<file path="src/include/lbsp_pkg.sv">
// lbsp_pkg: register map, field layout and timing constants of the led segment pacing block
package lbsp_pkg;

  // ----------------------------------------------------------------------
  // register map (byte offsets)
  // ----------------------------------------------------------------------
  localparam int          ADDR_W      = 5;
  localparam logic [4:0]  OFS_CTRL    = 5'h00;
  localparam logic [4:0]  OFS_STAT    = 5'h04;
  localparam logic [4:0]  OFS_STEP    = 5'h0C;
  localparam logic [4:0]  OFS_INTRVL  = 5'h10;
  localparam logic [4:0]  OFS_SKEW    = 5'h14;
  localparam logic [31:0] RST_WORD    = 32'h0000_0000;
  localparam logic [31:0] UNMAPPED_RD = 32'h0000_0000;

  // ----------------------------------------------------------------------
  // field layout
  // ----------------------------------------------------------------------
  localparam int FIELD_W         = 4;
  localparam int SEG_W           = 3;
  localparam int DUTY_W          = 8;
  localparam int SKEW_W          = 8;
  localparam int AMT_W           = 5;
  localparam int CTRL_EN_BIT     = 0;
  localparam int CTRL_SHAPE_BIT  = 1;
  localparam int CTRL_COMMIT_BIT = 2;
  localparam int CTRL_RES_LSB    = 3;
  localparam int CTRL_MODE_LSB   = 5;
  localparam int CTRL_CLKSEL_BIT = 7;
  localparam int CTRL_SYNC_BIT   = 8;
  localparam int CTRL_SLEEP_BIT  = 9;
  localparam int CTRL_USED_W     = 10;
  localparam int STAT_DUTY_LSB   = 0;
  localparam int STAT_SEG_LSB    = 8;
  localparam int STAT_FALL_BIT   = 11;
  localparam int STAT_OUT_BIT    = 12;
  localparam int STAT_SKEW_BIT   = 13;

  localparam logic [1:0] RES_8 = 2'h0;
  localparam logic [1:0] RES_7 = 2'h1;
  localparam logic [1:0] RES_6 = 2'h2;

  localparam logic [1:0] MODE_OFF     = 2'h0;
  localparam logic [1:0] MODE_ON      = 2'h1;
  localparam logic [1:0] MODE_BREATHE = 2'h2;

  localparam logic [7:0] DUTY_MAX8 = 8'hFF;
  localparam logic [7:0] DUTY_MAX7 = 8'h7F;
  localparam logic [7:0] DUTY_MAX6 = 8'h3F;

  // ----------------------------------------------------------------------
  // timing
  // ----------------------------------------------------------------------
  localparam int CLK_HZ   = 250_000_000;
  localparam int FAST_HZ  = 48_000_000;
  localparam int SLOW_HZ  = 32_768;
  localparam int FAST_DIV = CLK_HZ / FAST_HZ;
  localparam int SLOW_DIV = CLK_HZ / SLOW_HZ;
  localparam int DIV_W    = 16;

  typedef enum logic { lbsp_rising, lbsp_falling } lbsp_ramp_t;
  typedef enum logic { lbsp_idle, lbsp_waiting } lbsp_skew_st_t;

  function automatic logic [7:0] lbsp_duty_max(input logic [1:0] res);
    unique case (res)
      RES_7:   lbsp_duty_max = DUTY_MAX7;
      RES_6:   lbsp_duty_max = DUTY_MAX6;
      default: lbsp_duty_max = DUTY_MAX8;
    endcase
  endfunction

endpackage

</file>
<file path="src/logic/lbsp_seg_select.sv">
// lbsp_seg_select: segment index and per-segment step and wait decode
`timescale 1ns/10ps
module lbsp_seg_select import lbsp_pkg::*; (
  input  wire logic               shape,
  input  wire logic               falling,
  input  wire logic [DUTY_W-1:0]  duty,
  input  wire logic [1:0]         res,
  input  wire logic [31:0]        step_reg,
  input  wire logic [31:0]        intv_reg,
  output logic      [SEG_W-1:0]   seg_index,
  output logic      [AMT_W-1:0]   step_amt,
  output logic      [AMT_W-1:0]   wait_periods
);

  // ----------------------------------------------------------------------
  // decode
  // ----------------------------------------------------------------------
  logic [FIELD_W-1:0] step_f;
  logic [FIELD_W-1:0] intv_f;

  always_comb begin
    if (shape) begin
      seg_index = {falling, duty[DUTY_W-1 -: 2]};
    end else begin
      seg_index = duty[DUTY_W-1 -: SEG_W];
    end
    step_f = step_reg[seg_index*FIELD_W +: FIELD_W];
    intv_f = intv_reg[seg_index*FIELD_W +: FIELD_W];
    unique case (res)
      RES_7:   step_amt = AMT_W'({2'h0, step_f[3:1]}) + 5'h01;
      RES_6:   step_amt = AMT_W'({3'h0, step_f[3:2]}) + 5'h01;
      default: step_amt = AMT_W'({1'h0, step_f}) + 5'h01;
    endcase
    wait_periods = AMT_W'({1'h0, intv_f}) + 5'h01;
  end

endmodule // lbsp_seg_select

</file>
<file path="src/logic/lbsp_skew_gate.sv">
// lbsp_skew_gate: turn-on skew counter in ticks of the selected clock source
`timescale 1ns/10ps
module lbsp_skew_gate import lbsp_pkg::*; #(
  parameter int CNT_W = SKEW_W
) (
  input  wire logic             clk,
  input  wire logic             rst,
  input  wire logic             start,
  input  wire logic             tick,
  input  wire logic [CNT_W-1:0] skew_count,
  output logic                  busy
);

  // ----------------------------------------------------------------------
  // state
  // ----------------------------------------------------------------------
  lbsp_skew_st_t    st_q, st_d;
  logic [CNT_W-1:0] cnt_q, cnt_d;

  always_comb begin
    st_d  = st_q;
    cnt_d = cnt_q;
    if (start) begin
      // zero count never enters the wait, so no delay is added
      st_d  = (skew_count == '0) ? lbsp_idle : lbsp_waiting;
      cnt_d = skew_count;
    end else begin
      unique case (st_q)
        lbsp_idle: begin
        end
        lbsp_waiting: begin
          if (tick) begin
            cnt_d = cnt_q - CNT_W'(1);
            if (cnt_q <= CNT_W'(1)) begin
              st_d = lbsp_idle;
            end
          end
        end
      endcase
    end
  end

  always_ff @(posedge clk or posedge rst) begin
    if (rst) begin
      st_q  <= lbsp_idle;
      cnt_q <= '0;
    end else begin
      st_q  <= st_d;
      cnt_q <= cnt_d;
    end
  end

  assign busy = (st_q == lbsp_waiting);

endmodule // lbsp_skew_gate

</file>
<file path="src/logic/lbsp_top.sv">
// lbsp_top: breathing led pwm with per-segment pacing, commit-on-period registers and skew
// Summary of operation
// - at each duty update, step by the 4-bit field picked by segment index
// - eight 4-bit interval fields give periods between duty updates per segment
// - symmetric: segment index is duty bits 7:5
// - asymmetric: index is falling flag over duty bits 7:6
// - step and interval writes go to holding copies, committed at period end, or at once while the pwm is stopped
// - reads of step and interval return the active copies
// - interval field n waits n+1 pwm periods
// - 8-bit resolution: step is field plus one, 1 to 16
// - 7-bit drops field lsb, 6-bit drops two lsbs: steps 1-8 and 1-4
// - 8-bit skew count gives pwm clock ticks waited before turning the output on
// - skew wait applies on enable, resume from sleep, and sync
// - skew counts ticks of the selected pwm clock source
// - zero skew count adds no delay
// - constant on or off modes ignore the skew
// - step, interval and skew fields reset to zero
`timescale 1ns/10ps
module lbsp_top import lbsp_pkg::*; #(
  parameter int FAST_DIV_P = FAST_DIV,
  parameter int SLOW_DIV_P = SLOW_DIV
) (
  input  wire logic              clk,
  input  wire logic              rst,
  input  wire logic [ADDR_W-1:0] avs_address,
  input  wire logic              avs_read,
  input  wire logic              avs_write,
  input  wire logic [31:0]       avs_writedata,
  input  wire logic [3:0]        avs_byteenable,
  output logic      [31:0]       avs_readdata,
  output logic                   avs_waitrequest,
  output logic                   led_out
);

  // ----------------------------------------------------------------------
  // helpers
  // ----------------------------------------------------------------------
  function automatic logic [31:0] apply_be(input logic [31:0] old_v,
                                           input logic [31:0] new_v,
                                           input logic [3:0]  be);
    logic [31:0] r;
    r = old_v;
    for (int i = 0; i < 4; i++) begin
      if (be[i]) begin
        r[i*8 +: 8] = new_v[i*8 +: 8];
      end
    end
    return r;
  endfunction

  // ----------------------------------------------------------------------
  // bus slave: one wait cycle, then the access completes
  // ----------------------------------------------------------------------
  logic        ack_q, ack_d;
  logic [31:0] rdata_q, rdata_d;
  logic        req;
  logic        acc_wr;

  // registers
  logic [31:0]       ctrl_q, ctrl_d;
  logic [31:0]       step_hold_q, step_hold_d;
  logic [31:0]       step_act_q, step_act_d;
  logic [31:0]       intv_hold_q, intv_hold_d;
  logic [31:0]       intv_act_q, intv_act_d;
  logic [SKEW_W-1:0] skew_q, skew_d;
  logic              sync_q, sync_d;

  // engine
  logic [DIV_W-1:0]  div_q, div_d;
  logic [DUTY_W-1:0] pwm_q, pwm_d;
  logic [DUTY_W-1:0] duty_q, duty_d;
  lbsp_ramp_t        ramp_q, ramp_d;
  logic [AMT_W-1:0]  icnt_q, icnt_d;
  logic              en_prev_q, en_prev_d;
  logic              sleep_prev_q, sleep_prev_d;
  logic              led_q, led_d;

  logic              en, sleep, run, tick, period_end, skew_start, skew_busy;
  logic              en_rise, wake, sync_go;
  logic [1:0]        res, mode;
  logic [DUTY_W-1:0] dmax;
  logic [DIV_W-1:0]  div_last;
  logic [SEG_W-1:0]  seg_index;
  logic [AMT_W-1:0]  step_amt, wait_periods;
  logic [DUTY_W:0]   sum;

  assign req             = avs_read | avs_write;
  assign avs_waitrequest = req & ~ack_q;
  assign acc_wr          = avs_write & ack_q;
  assign avs_readdata    = rdata_q;

  always_comb begin
    ack_d   = req & ~ack_q;
    rdata_d = rdata_q;
    if (avs_read & ~ack_q) begin
      unique case (avs_address)
        OFS_CTRL:   rdata_d = ctrl_q;
        // status is a snapshot: duty may move on the very next tick
        OFS_STAT: begin
          rdata_d = RST_WORD;
          rdata_d[STAT_DUTY_LSB +: DUTY_W] = duty_q;
          rdata_d[STAT_SEG_LSB +: SEG_W]   = seg_index;
          rdata_d[STAT_FALL_BIT]           = (ramp_q == lbsp_falling);
          rdata_d[STAT_OUT_BIT]            = led_q;
          rdata_d[STAT_SKEW_BIT]           = skew_busy;
        end
        OFS_STEP:   rdata_d = step_act_q;
        OFS_INTRVL: rdata_d = intv_act_q;
        OFS_SKEW:   rdata_d = {{(32-SKEW_W){1'b0}}, skew_q};
        default:    rdata_d = UNMAPPED_RD;
      endcase
    end
  end

  // ----------------------------------------------------------------------
  // register file
  // ----------------------------------------------------------------------
  assign en    = ctrl_q[CTRL_EN_BIT];
  assign sleep = ctrl_q[CTRL_SLEEP_BIT];
  assign res   = ctrl_q[CTRL_RES_LSB +: 2];
  assign mode  = ctrl_q[CTRL_MODE_LSB +: 2];
  assign run   = en & ~sleep;

  always_comb begin
    ctrl_d      = ctrl_q;
    step_hold_d = step_hold_q;
    intv_hold_d = intv_hold_q;
    step_act_d  = step_act_q;
    intv_act_d  = intv_act_q;
    skew_d      = skew_q;
    sync_d      = 1'b0;
    if (acc_wr) begin
      unique case (avs_address)
        OFS_CTRL: begin
          ctrl_d = apply_be(ctrl_q, avs_writedata, avs_byteenable);
          // sync is a strobe: it starts the skew wait and is never stored
          sync_d = avs_byteenable[1] & avs_writedata[CTRL_SYNC_BIT];
          ctrl_d[CTRL_SYNC_BIT] = 1'b0;
          ctrl_d[31:CTRL_USED_W] = '0;
        end
        OFS_STEP:   step_hold_d = apply_be(step_hold_q, avs_writedata, avs_byteenable);
        OFS_INTRVL: intv_hold_d = apply_be(intv_hold_q, avs_writedata, avs_byteenable);
        // skew is one byte wide, so only lane 0 can change it
        OFS_SKEW: begin
          if (avs_byteenable[0]) begin
            skew_d = avs_writedata[SKEW_W-1:0];
          end
        end
        default: begin
        end
      endcase
    end
    // a stopped pwm has no period end, so pending values commit at once
    if (ctrl_q[CTRL_COMMIT_BIT] & (period_end | ~run)) begin
      step_act_d = step_hold_q;
      intv_act_d = intv_hold_q;
    end
  end

  always_ff @(posedge clk or posedge rst) begin
    if (rst) begin
      ack_q       <= 1'b0;
      rdata_q     <= RST_WORD;
      ctrl_q      <= RST_WORD;
      step_hold_q <= RST_WORD;
      step_act_q  <= RST_WORD;
      intv_hold_q <= RST_WORD;
      intv_act_q  <= RST_WORD;
      skew_q      <= '0;
      sync_q      <= 1'b0;
    end else begin
      ack_q       <= ack_d;
      rdata_q     <= rdata_d;
      ctrl_q      <= ctrl_d;
      step_hold_q <= step_hold_d;
      step_act_q  <= step_act_d;
      intv_hold_q <= intv_hold_d;
      intv_act_q  <= intv_act_d;
      skew_q      <= skew_d;
      sync_q      <= sync_d;
    end
  end

  // ----------------------------------------------------------------------
  // segment decode and skew
  // ----------------------------------------------------------------------
  lbsp_seg_select u_seg (
    .shape        (ctrl_q[CTRL_SHAPE_BIT]),
    .falling      (ramp_q == lbsp_falling),
    .duty         (duty_q),
    .res          (res),
    .step_reg     (step_act_q),
    .intv_reg     (intv_act_q),
    .seg_index    (seg_index),
    .step_amt     (step_amt),
    .wait_periods (wait_periods)
  );

  // each cause has its own wire, so a missed edge shows up on its own
  assign en_rise    = en & ~en_prev_q;
  assign wake       = run & sleep_prev_q & ~sleep;
  assign sync_go    = sync_q & en;
  assign skew_start = en_rise | wake | sync_go;

  lbsp_skew_gate #(.CNT_W(SKEW_W)) u_skew (
    .clk        (clk),
    .rst        (rst),
    .start      (skew_start),
    .tick       (tick),
    .skew_count (skew_q),
    .busy       (skew_busy)
  );

  // ----------------------------------------------------------------------
  // pwm clock divider, period counter and ramp
  // ----------------------------------------------------------------------
  assign div_last   = ctrl_q[CTRL_CLKSEL_BIT] ? DIV_W'(SLOW_DIV_P - 1) : DIV_W'(FAST_DIV_P - 1);
  // tick is the one-cycle enable that stands in for the selected pwm clock
  assign tick       = run & (div_q >= div_last);
  assign dmax       = lbsp_duty_max(res);
  assign period_end = tick & (pwm_q >= dmax);
  assign sum        = {1'b0, duty_q} + (DUTY_W+1)'(step_amt);

  always_comb begin
    div_d        = div_q;
    pwm_d        = pwm_q;
    duty_d       = duty_q;
    ramp_d       = ramp_q;
    icnt_d       = icnt_q;
    en_prev_d    = en;
    sleep_prev_d = sleep;
    // the divider restarts from zero on every run, so the first tick is a full interval late
    if (!run) begin
      div_d = '0;
    end else if (tick) begin
      div_d = '0;
      pwm_d = period_end ? '0 : pwm_q + DUTY_W'(1);
    end else begin
      div_d = div_q + DIV_W'(1);
    end
    if (period_end & (mode == MODE_BREATHE)) begin
      if (icnt_q <= AMT_W'(1)) begin
        // the wait comes from the segment the duty leaves, not the one it enters
        icnt_d = wait_periods;
        unique case (ramp_q)
          lbsp_rising: begin
            if (sum >= {1'b0, dmax}) begin
              duty_d = dmax;
              ramp_d = lbsp_falling;
            end else begin
              duty_d = sum[DUTY_W-1:0];
            end
          end
          lbsp_falling: begin
            if (duty_q <= DUTY_W'(step_amt)) begin
              duty_d = '0;
              ramp_d = lbsp_rising;
            end else begin
              duty_d = duty_q - DUTY_W'(step_amt);
            end
          end
        endcase
      end else begin
        icnt_d = icnt_q - AMT_W'(1);
      end
    end
    unique case (mode)
      MODE_ON:      led_d = run;
      MODE_BREATHE: led_d = run & ~skew_busy & (pwm_q < duty_q);
      default:      led_d = 1'b0;
    endcase
  end

  always_ff @(posedge clk or posedge rst) begin
    if (rst) begin
      div_q        <= '0;
      pwm_q        <= '0;
      duty_q       <= '0;
      ramp_q       <= lbsp_rising;
      icnt_q       <= '0;
      en_prev_q    <= 1'b0;
      sleep_prev_q <= 1'b0;
      led_q        <= 1'b0;
    end else begin
      div_q        <= div_d;
      pwm_q        <= pwm_d;
      duty_q       <= duty_d;
      ramp_q       <= ramp_d;
      icnt_q       <= icnt_d;
      en_prev_q    <= en_prev_d;
      sleep_prev_q <= sleep_prev_d;
      led_q        <= led_d;
    end
  end

  // ----------------------------------------------------------------------
  // led pin
  // ----------------------------------------------------------------------
  // a flip-flop drives the pin so decode glitches never reach the lamp
  assign led_out = led_q;

endmodule // lbsp_top

</file>
<file path="config.mk">
export PLATFORM = sky130hd
export DESIGN_NAME = lbsp_top
export DESIGN_NICKNAME = d
export VERILOG_FILES = /design/src/include/lbsp_pkg.sv /design/src/logic/lbsp_seg_select.sv /design/src/logic/lbsp_skew_gate.sv /design/src/logic/lbsp_top.sv
export SDC_FILE = /design/constraint.sdc
export NUM_CORES = 1
export LEC_CHECK = 0
export BUFFER_PORTS_ARGS = -buffer_cell sky130_fd_sc_hd__buf_2
export CAP_MARGIN = 5
export CORE_UTILIZATION = 50
export CTS_CLUSTER_DIAMETER = 60
export DETAILED_ROUTE_END_ITERATION = 10
export PLACE_DENSITY = 0.67
export SLEW_MARGIN = 25
export SYNTH_ARGS = -nofsm -noshare
export SYNTH_HDL_FRONTEND = slang
export SYNTH_HIERARCHICAL = 1
export SYNTH_SLANG_ARGS = --single-unit
</file>
<file path="constraint.sdc">
create_clock -name clk -period 7.3 [get_ports clk]
set_input_delay 0.73 -clock clk [delete_from_list [all_inputs] [get_ports clk]]
set_output_delay 0.73 -clock clk [all_outputs]
set_load 0.05 [all_outputs]
</file>
==> flow_metrics.py <==
metrics = {
    "logic_synthesis": {
        "synth.most_common_cell": "dfrtp_1",
        "synth_cell_types": 77,
        "ys_seq_area_share_pct": 49.2,
        "synth_common_cells": "dfrtp_1, mux2_2, nand2_1",
        "syn_area_per_cell_sq_um": 11.5,
        "syn-cell-area_sq_mm": 0.0116,
        "synth-main-ff-cell": "dfrtp_1",
        "syn_inst": 1013,
        "synth.top_cell.area_share_pct": 49.2,
        "synth-seq-cells": 229,
        "synth-edff-count": 0,
        "yosysWarnings": 6,
        "synth.area.top_cells": "dfrtp_1, mux2_2, ha_1",
        "yosysTopAreaCell": "dfrtp_1",
        "synthArstFlopShare_pct": 100,
    },
    "timing": {
        "fmax_ghz": 0.155,
        "maxSlewHeadroom_pct": 31.9,
        "grt_setup_unrepaired": "false",
        "setup-violations-final": 0,
        "tightest_slew_ns": 1.02,
        "min_period_ns": 6.46,
        "hold_viol_final": 0,
        "fin_tns_setup_ns": 0,
        "finClkSkew_ns": 0.0177,
        "whs_ns": 0.212,
        "min_period_over_period_pct": 88.5,
        "slew_violations": 0,
    },
    "drt": {
        "wl_per_cell_microns": 20.7,
        "antenna_left": 0,
        "drtIter0Drc": 690,
        "routed_wl_mm": 29.5,
        "drc": 0,
        "num_vias": 8346,
        "vias_per_cell": 5.86,
        "firstDrtPassIters": 5,
    },
    "place": {
        "dpl-instance-area_sq_mm": 0.0124,
        "dpl.hpwl_mm": 20.8,
        "gp_congestion": 0.897,
        "port_buffers": 78,
    },
    "worst_setup_path": {
        "crit_type": "flop to flop",
        "crit_fanout": 15,
        "start_kind": "flop",
        "worstPathRequired_ns": 7.72,
        "path_cells": "mux2i_2 -> mux4_2 -> mux2i_2 -> inv_1 -> ha_1 -> a22oi_1 -> o21ai_0 -> inv_1 -> ha_1 -> nor2b_1 -> o211ai_1 -> a21oi_1 -> o211ai_1 -> xnor2_1 -> ha_1 -> a21oi_1 -> o41a_1 -> o31a_1 -> mux2_4 -> a221o_1",
        "path_common_cell": "ha_1",
        "crit_path_end_kind": "flop",
        "critPathBufInv": 2,
        "crit_family": "compound AO/OA/AOI/OAI gates",
        "arrival_ns": 6.88,
        "critPathMaxStageDelay_ns": 0.78,
        "worst_path_max_delay_cell": "mux2i_2",
    },
    "power_and_ir_drop": {
        "intPower_mw": 2.37,
        "power_mw": 3.28,
        "power.share.sequential_pct": 46.3,
        "vdd_ir_drop_max_mv": 0.191,
        "p_comb_share_pct": 13.9,
        "power_frac_clock_pct": 39.9,
        "p_leak_nw": 6.24,
        "p_per_area_mw_per_mm2": 248,
        "p_sw_uw": 912,
        "p_sw_share_pct": 27.8,
    },
    "die": {
        "dieArea_sq_mm": 0.0239,
        "ios": 79,
        "start_util_pct": 51.1,
        "fp.coreArea_sq_mm": 0.0228,
        "fp-row-count": 55,
        "dieWidth_microns": 155,
        "die_h_microns": 155,
    },
    "min_path": {
        "min_path_type": "input pin to asynchronous set/reset pin",
    },
    "global_routing": {
        "grt_max_degree": 95,
        "grt-ovfl-total": 0,
        "antenna_found_initial": 0,
        "grt.total_usage_pct": 25.5,
        "grt_pass1_wl_mm": 47.1,
        "grt_pass1_vias": 8183,
    },
    "outcome": {
        "status": "finished, final reports clean",
    },
    "cells_and_area": {
        "final_util_pct": 58.1,
        "diodes": 0,
        "layout-drive-gt1-share_pct": 27.8,
        "syn2layout_area_growth_pct": 13.7,
        "nNetsFinal": 1184,
        "n_fill_cell": 1944,
        "fin_area_sq_mm": 0.0132,
    },
    "clock_network": {
        "path_clk_slew_ns": 0.06,
        "cts_tree": "yes",
        "cts_buffers": 27,
        "cts.sinks": 229,
        "root_buffer": "clkbuf_16",
        "worst_skew_pair.late_latency_ns": 0.55,
        "cts_resized": 0,
        "htree_levels": 1,
        "post_cts_buffers": 0,
        "cts_hold_buf": 0,
        "cts_buffer_depth": 3,
    },
    "run": {
        "drv_cap": 0,
    },
}
worst reg2reg max path: cells and delay by family (launching register included):
family | cells | cell delay (ns)
muxes | 4 | 2.02
adders and majority gates | 3 | 0.94
and+or+nand+nor | 1 | 0.15
xor gates and xnor gates | 1 | 0.27
DFF | 1 | 0.62
AOI/OAI and AO/OA | 9 | 2.04
buffers and inverters | 2 | 0.28
per-layer routing:
metal / vias to the layer above / global-route usage, % / part of all wire [%]
met5: - / 0 / 0
met3: 31 / 3.98 / 6.0
met1: 4201 / 36.9 / 46
met2: 256 / 40.7 / 47
li1: 3858 / - / -
met4: 0 / 5.33 / 1.4
final cells by class:
type / count / area, sq um / share of cell area [%]
clock buffer: 38 / 757 / 5.72
clock inverter: 10 / 106 / 0.803
inverter: 47 / 184 / 1.39
multi-input combinational: 696 / 5580 / 42.1
sequential: 229 / 5730 / 43.3
tap: 313 / 392 / 2.96
timing repair buffer: 92 / 495 / 3.74
metrics by stage:
stage	std cells	setup WS, ns
2_1_floorplan	1014	0.549
3_3_place_gp	1377	1.12
3_5_place_dp	1377	0.957
4_1_cts	1425	0.934
5_1_grt	1425	0.458
6_report	1425	0.837
final timing paths:
kind	start	slack (ns)	endpoint	cells after the start
min reg2reg	avs_readdata[1]	0.47	avs_readdata[1]	2
max reg2reg	ctrl_q[1]	0.84	duty_q[7]	20
max	ctrl_q[1]	0.84	duty_q[7]	20
min in group clk	avs_writedata[18]	0.43	intv_hold_q[18]	2
min	rst	0.21	u_skew/cnt_q[1]	2
max in group asynchronous	rst	5.67	avs_readdata[27]	3
sequential cells by signal, summed over array words and instances, names as in the netlist, 5 cells and up:
signal	flops
div_q	16
skew_q	8
duty_q	8
ctrl_q	9
u_skew/cnt_q	8
avs_readdata	32
step_hold_q	32
intv_act_q	32
intv_hold_q	32
icnt_q	5
step_act_q	32
pwm_q	8
power by group through the flow:
| stage | clock (mW) | sequential (mW) | combinational (mW) |
|---|---|---|---|
| final | 1.31 | 1.52 | 0.455 |
| after global routing | 1.38 | 1.53 | 0.503 |
| after CTS | 1.32 | 1.51 | 0.455 |
| after detailed placement | 0 | 1.54 | 0.452 |
| after global placement | 0 | 1.53 | 0.440 |
| after floorplan | 0 | 1.48 | 0.353 |
placed cells by master (no fill, tap or decap), types with 4 or more instances in the layout:
| cell type | synthesis | layout |
|---|---|---|
| mux2_2 | 143 | 143 |
| a21o_1 | 6 | 6 |
| mux2i_1 | 30 | 29 |
| a21oi_1 | 21 | 21 |
| a221oi_1 | 9 | 9 |
| o211ai_1 | 10 | 10 |
| clkinv_2 | 0 | 4 |
| xnor2_1 | 14 | 14 |
| nor4_1 | 6 | 4 |
| nor2_2 | 4 | 4 |
| mux4_2 | 10 | 10 |
| nor2b_1 | 6 | 6 |
| a31oi_1 | 8 | 8 |
| a222oi_1 | 6 | 6 |
| nor3_1 | 10 | 9 |
| nand3_1 | 29 | 29 |
| xor2_1 | 11 | 11 |
| a22oi_1 | 23 | 23 |
| or4_1 | 6 | 6 |
| ha_1 | 44 | 44 |
| clkbuf_8 | 0 | 4 |
| o31ai_1 | 6 | 6 |
| clkbuf_16 | 0 | 27 |
| clkbuf_1 | 26 | 7 |
| inv_1 | 47 | 46 |
| buf_4 | 0 | 14 |
| dfrtp_1 | 229 | 229 |
| o22ai_1 | 4 | 4 |
| or3_1 | 4 | 4 |
| nor2_1 | 48 | 48 |
| nand2b_1 | 13 | 13 |
| o21ai_0 | 72 | 72 |
| a211oi_1 | 4 | 4 |
| nand2_1 | 77 | 77 |
| and3_1 | 11 | 11 |
| buf_2 | 13 | 78 |
logic make-up after synthesis:
group           after synthesis  synth area share (%)
compound gates              204                  11.8
xor+xnor                     25                  1.88
fa+ha+maj                    46                  5.07
buf+inv                      89                  3.14
flops                       229                  49.2
mux                         188                  19.2
other cells                   1                0.0322
simple gates                231                  9.64
Power figures use the tool's default switching activity.
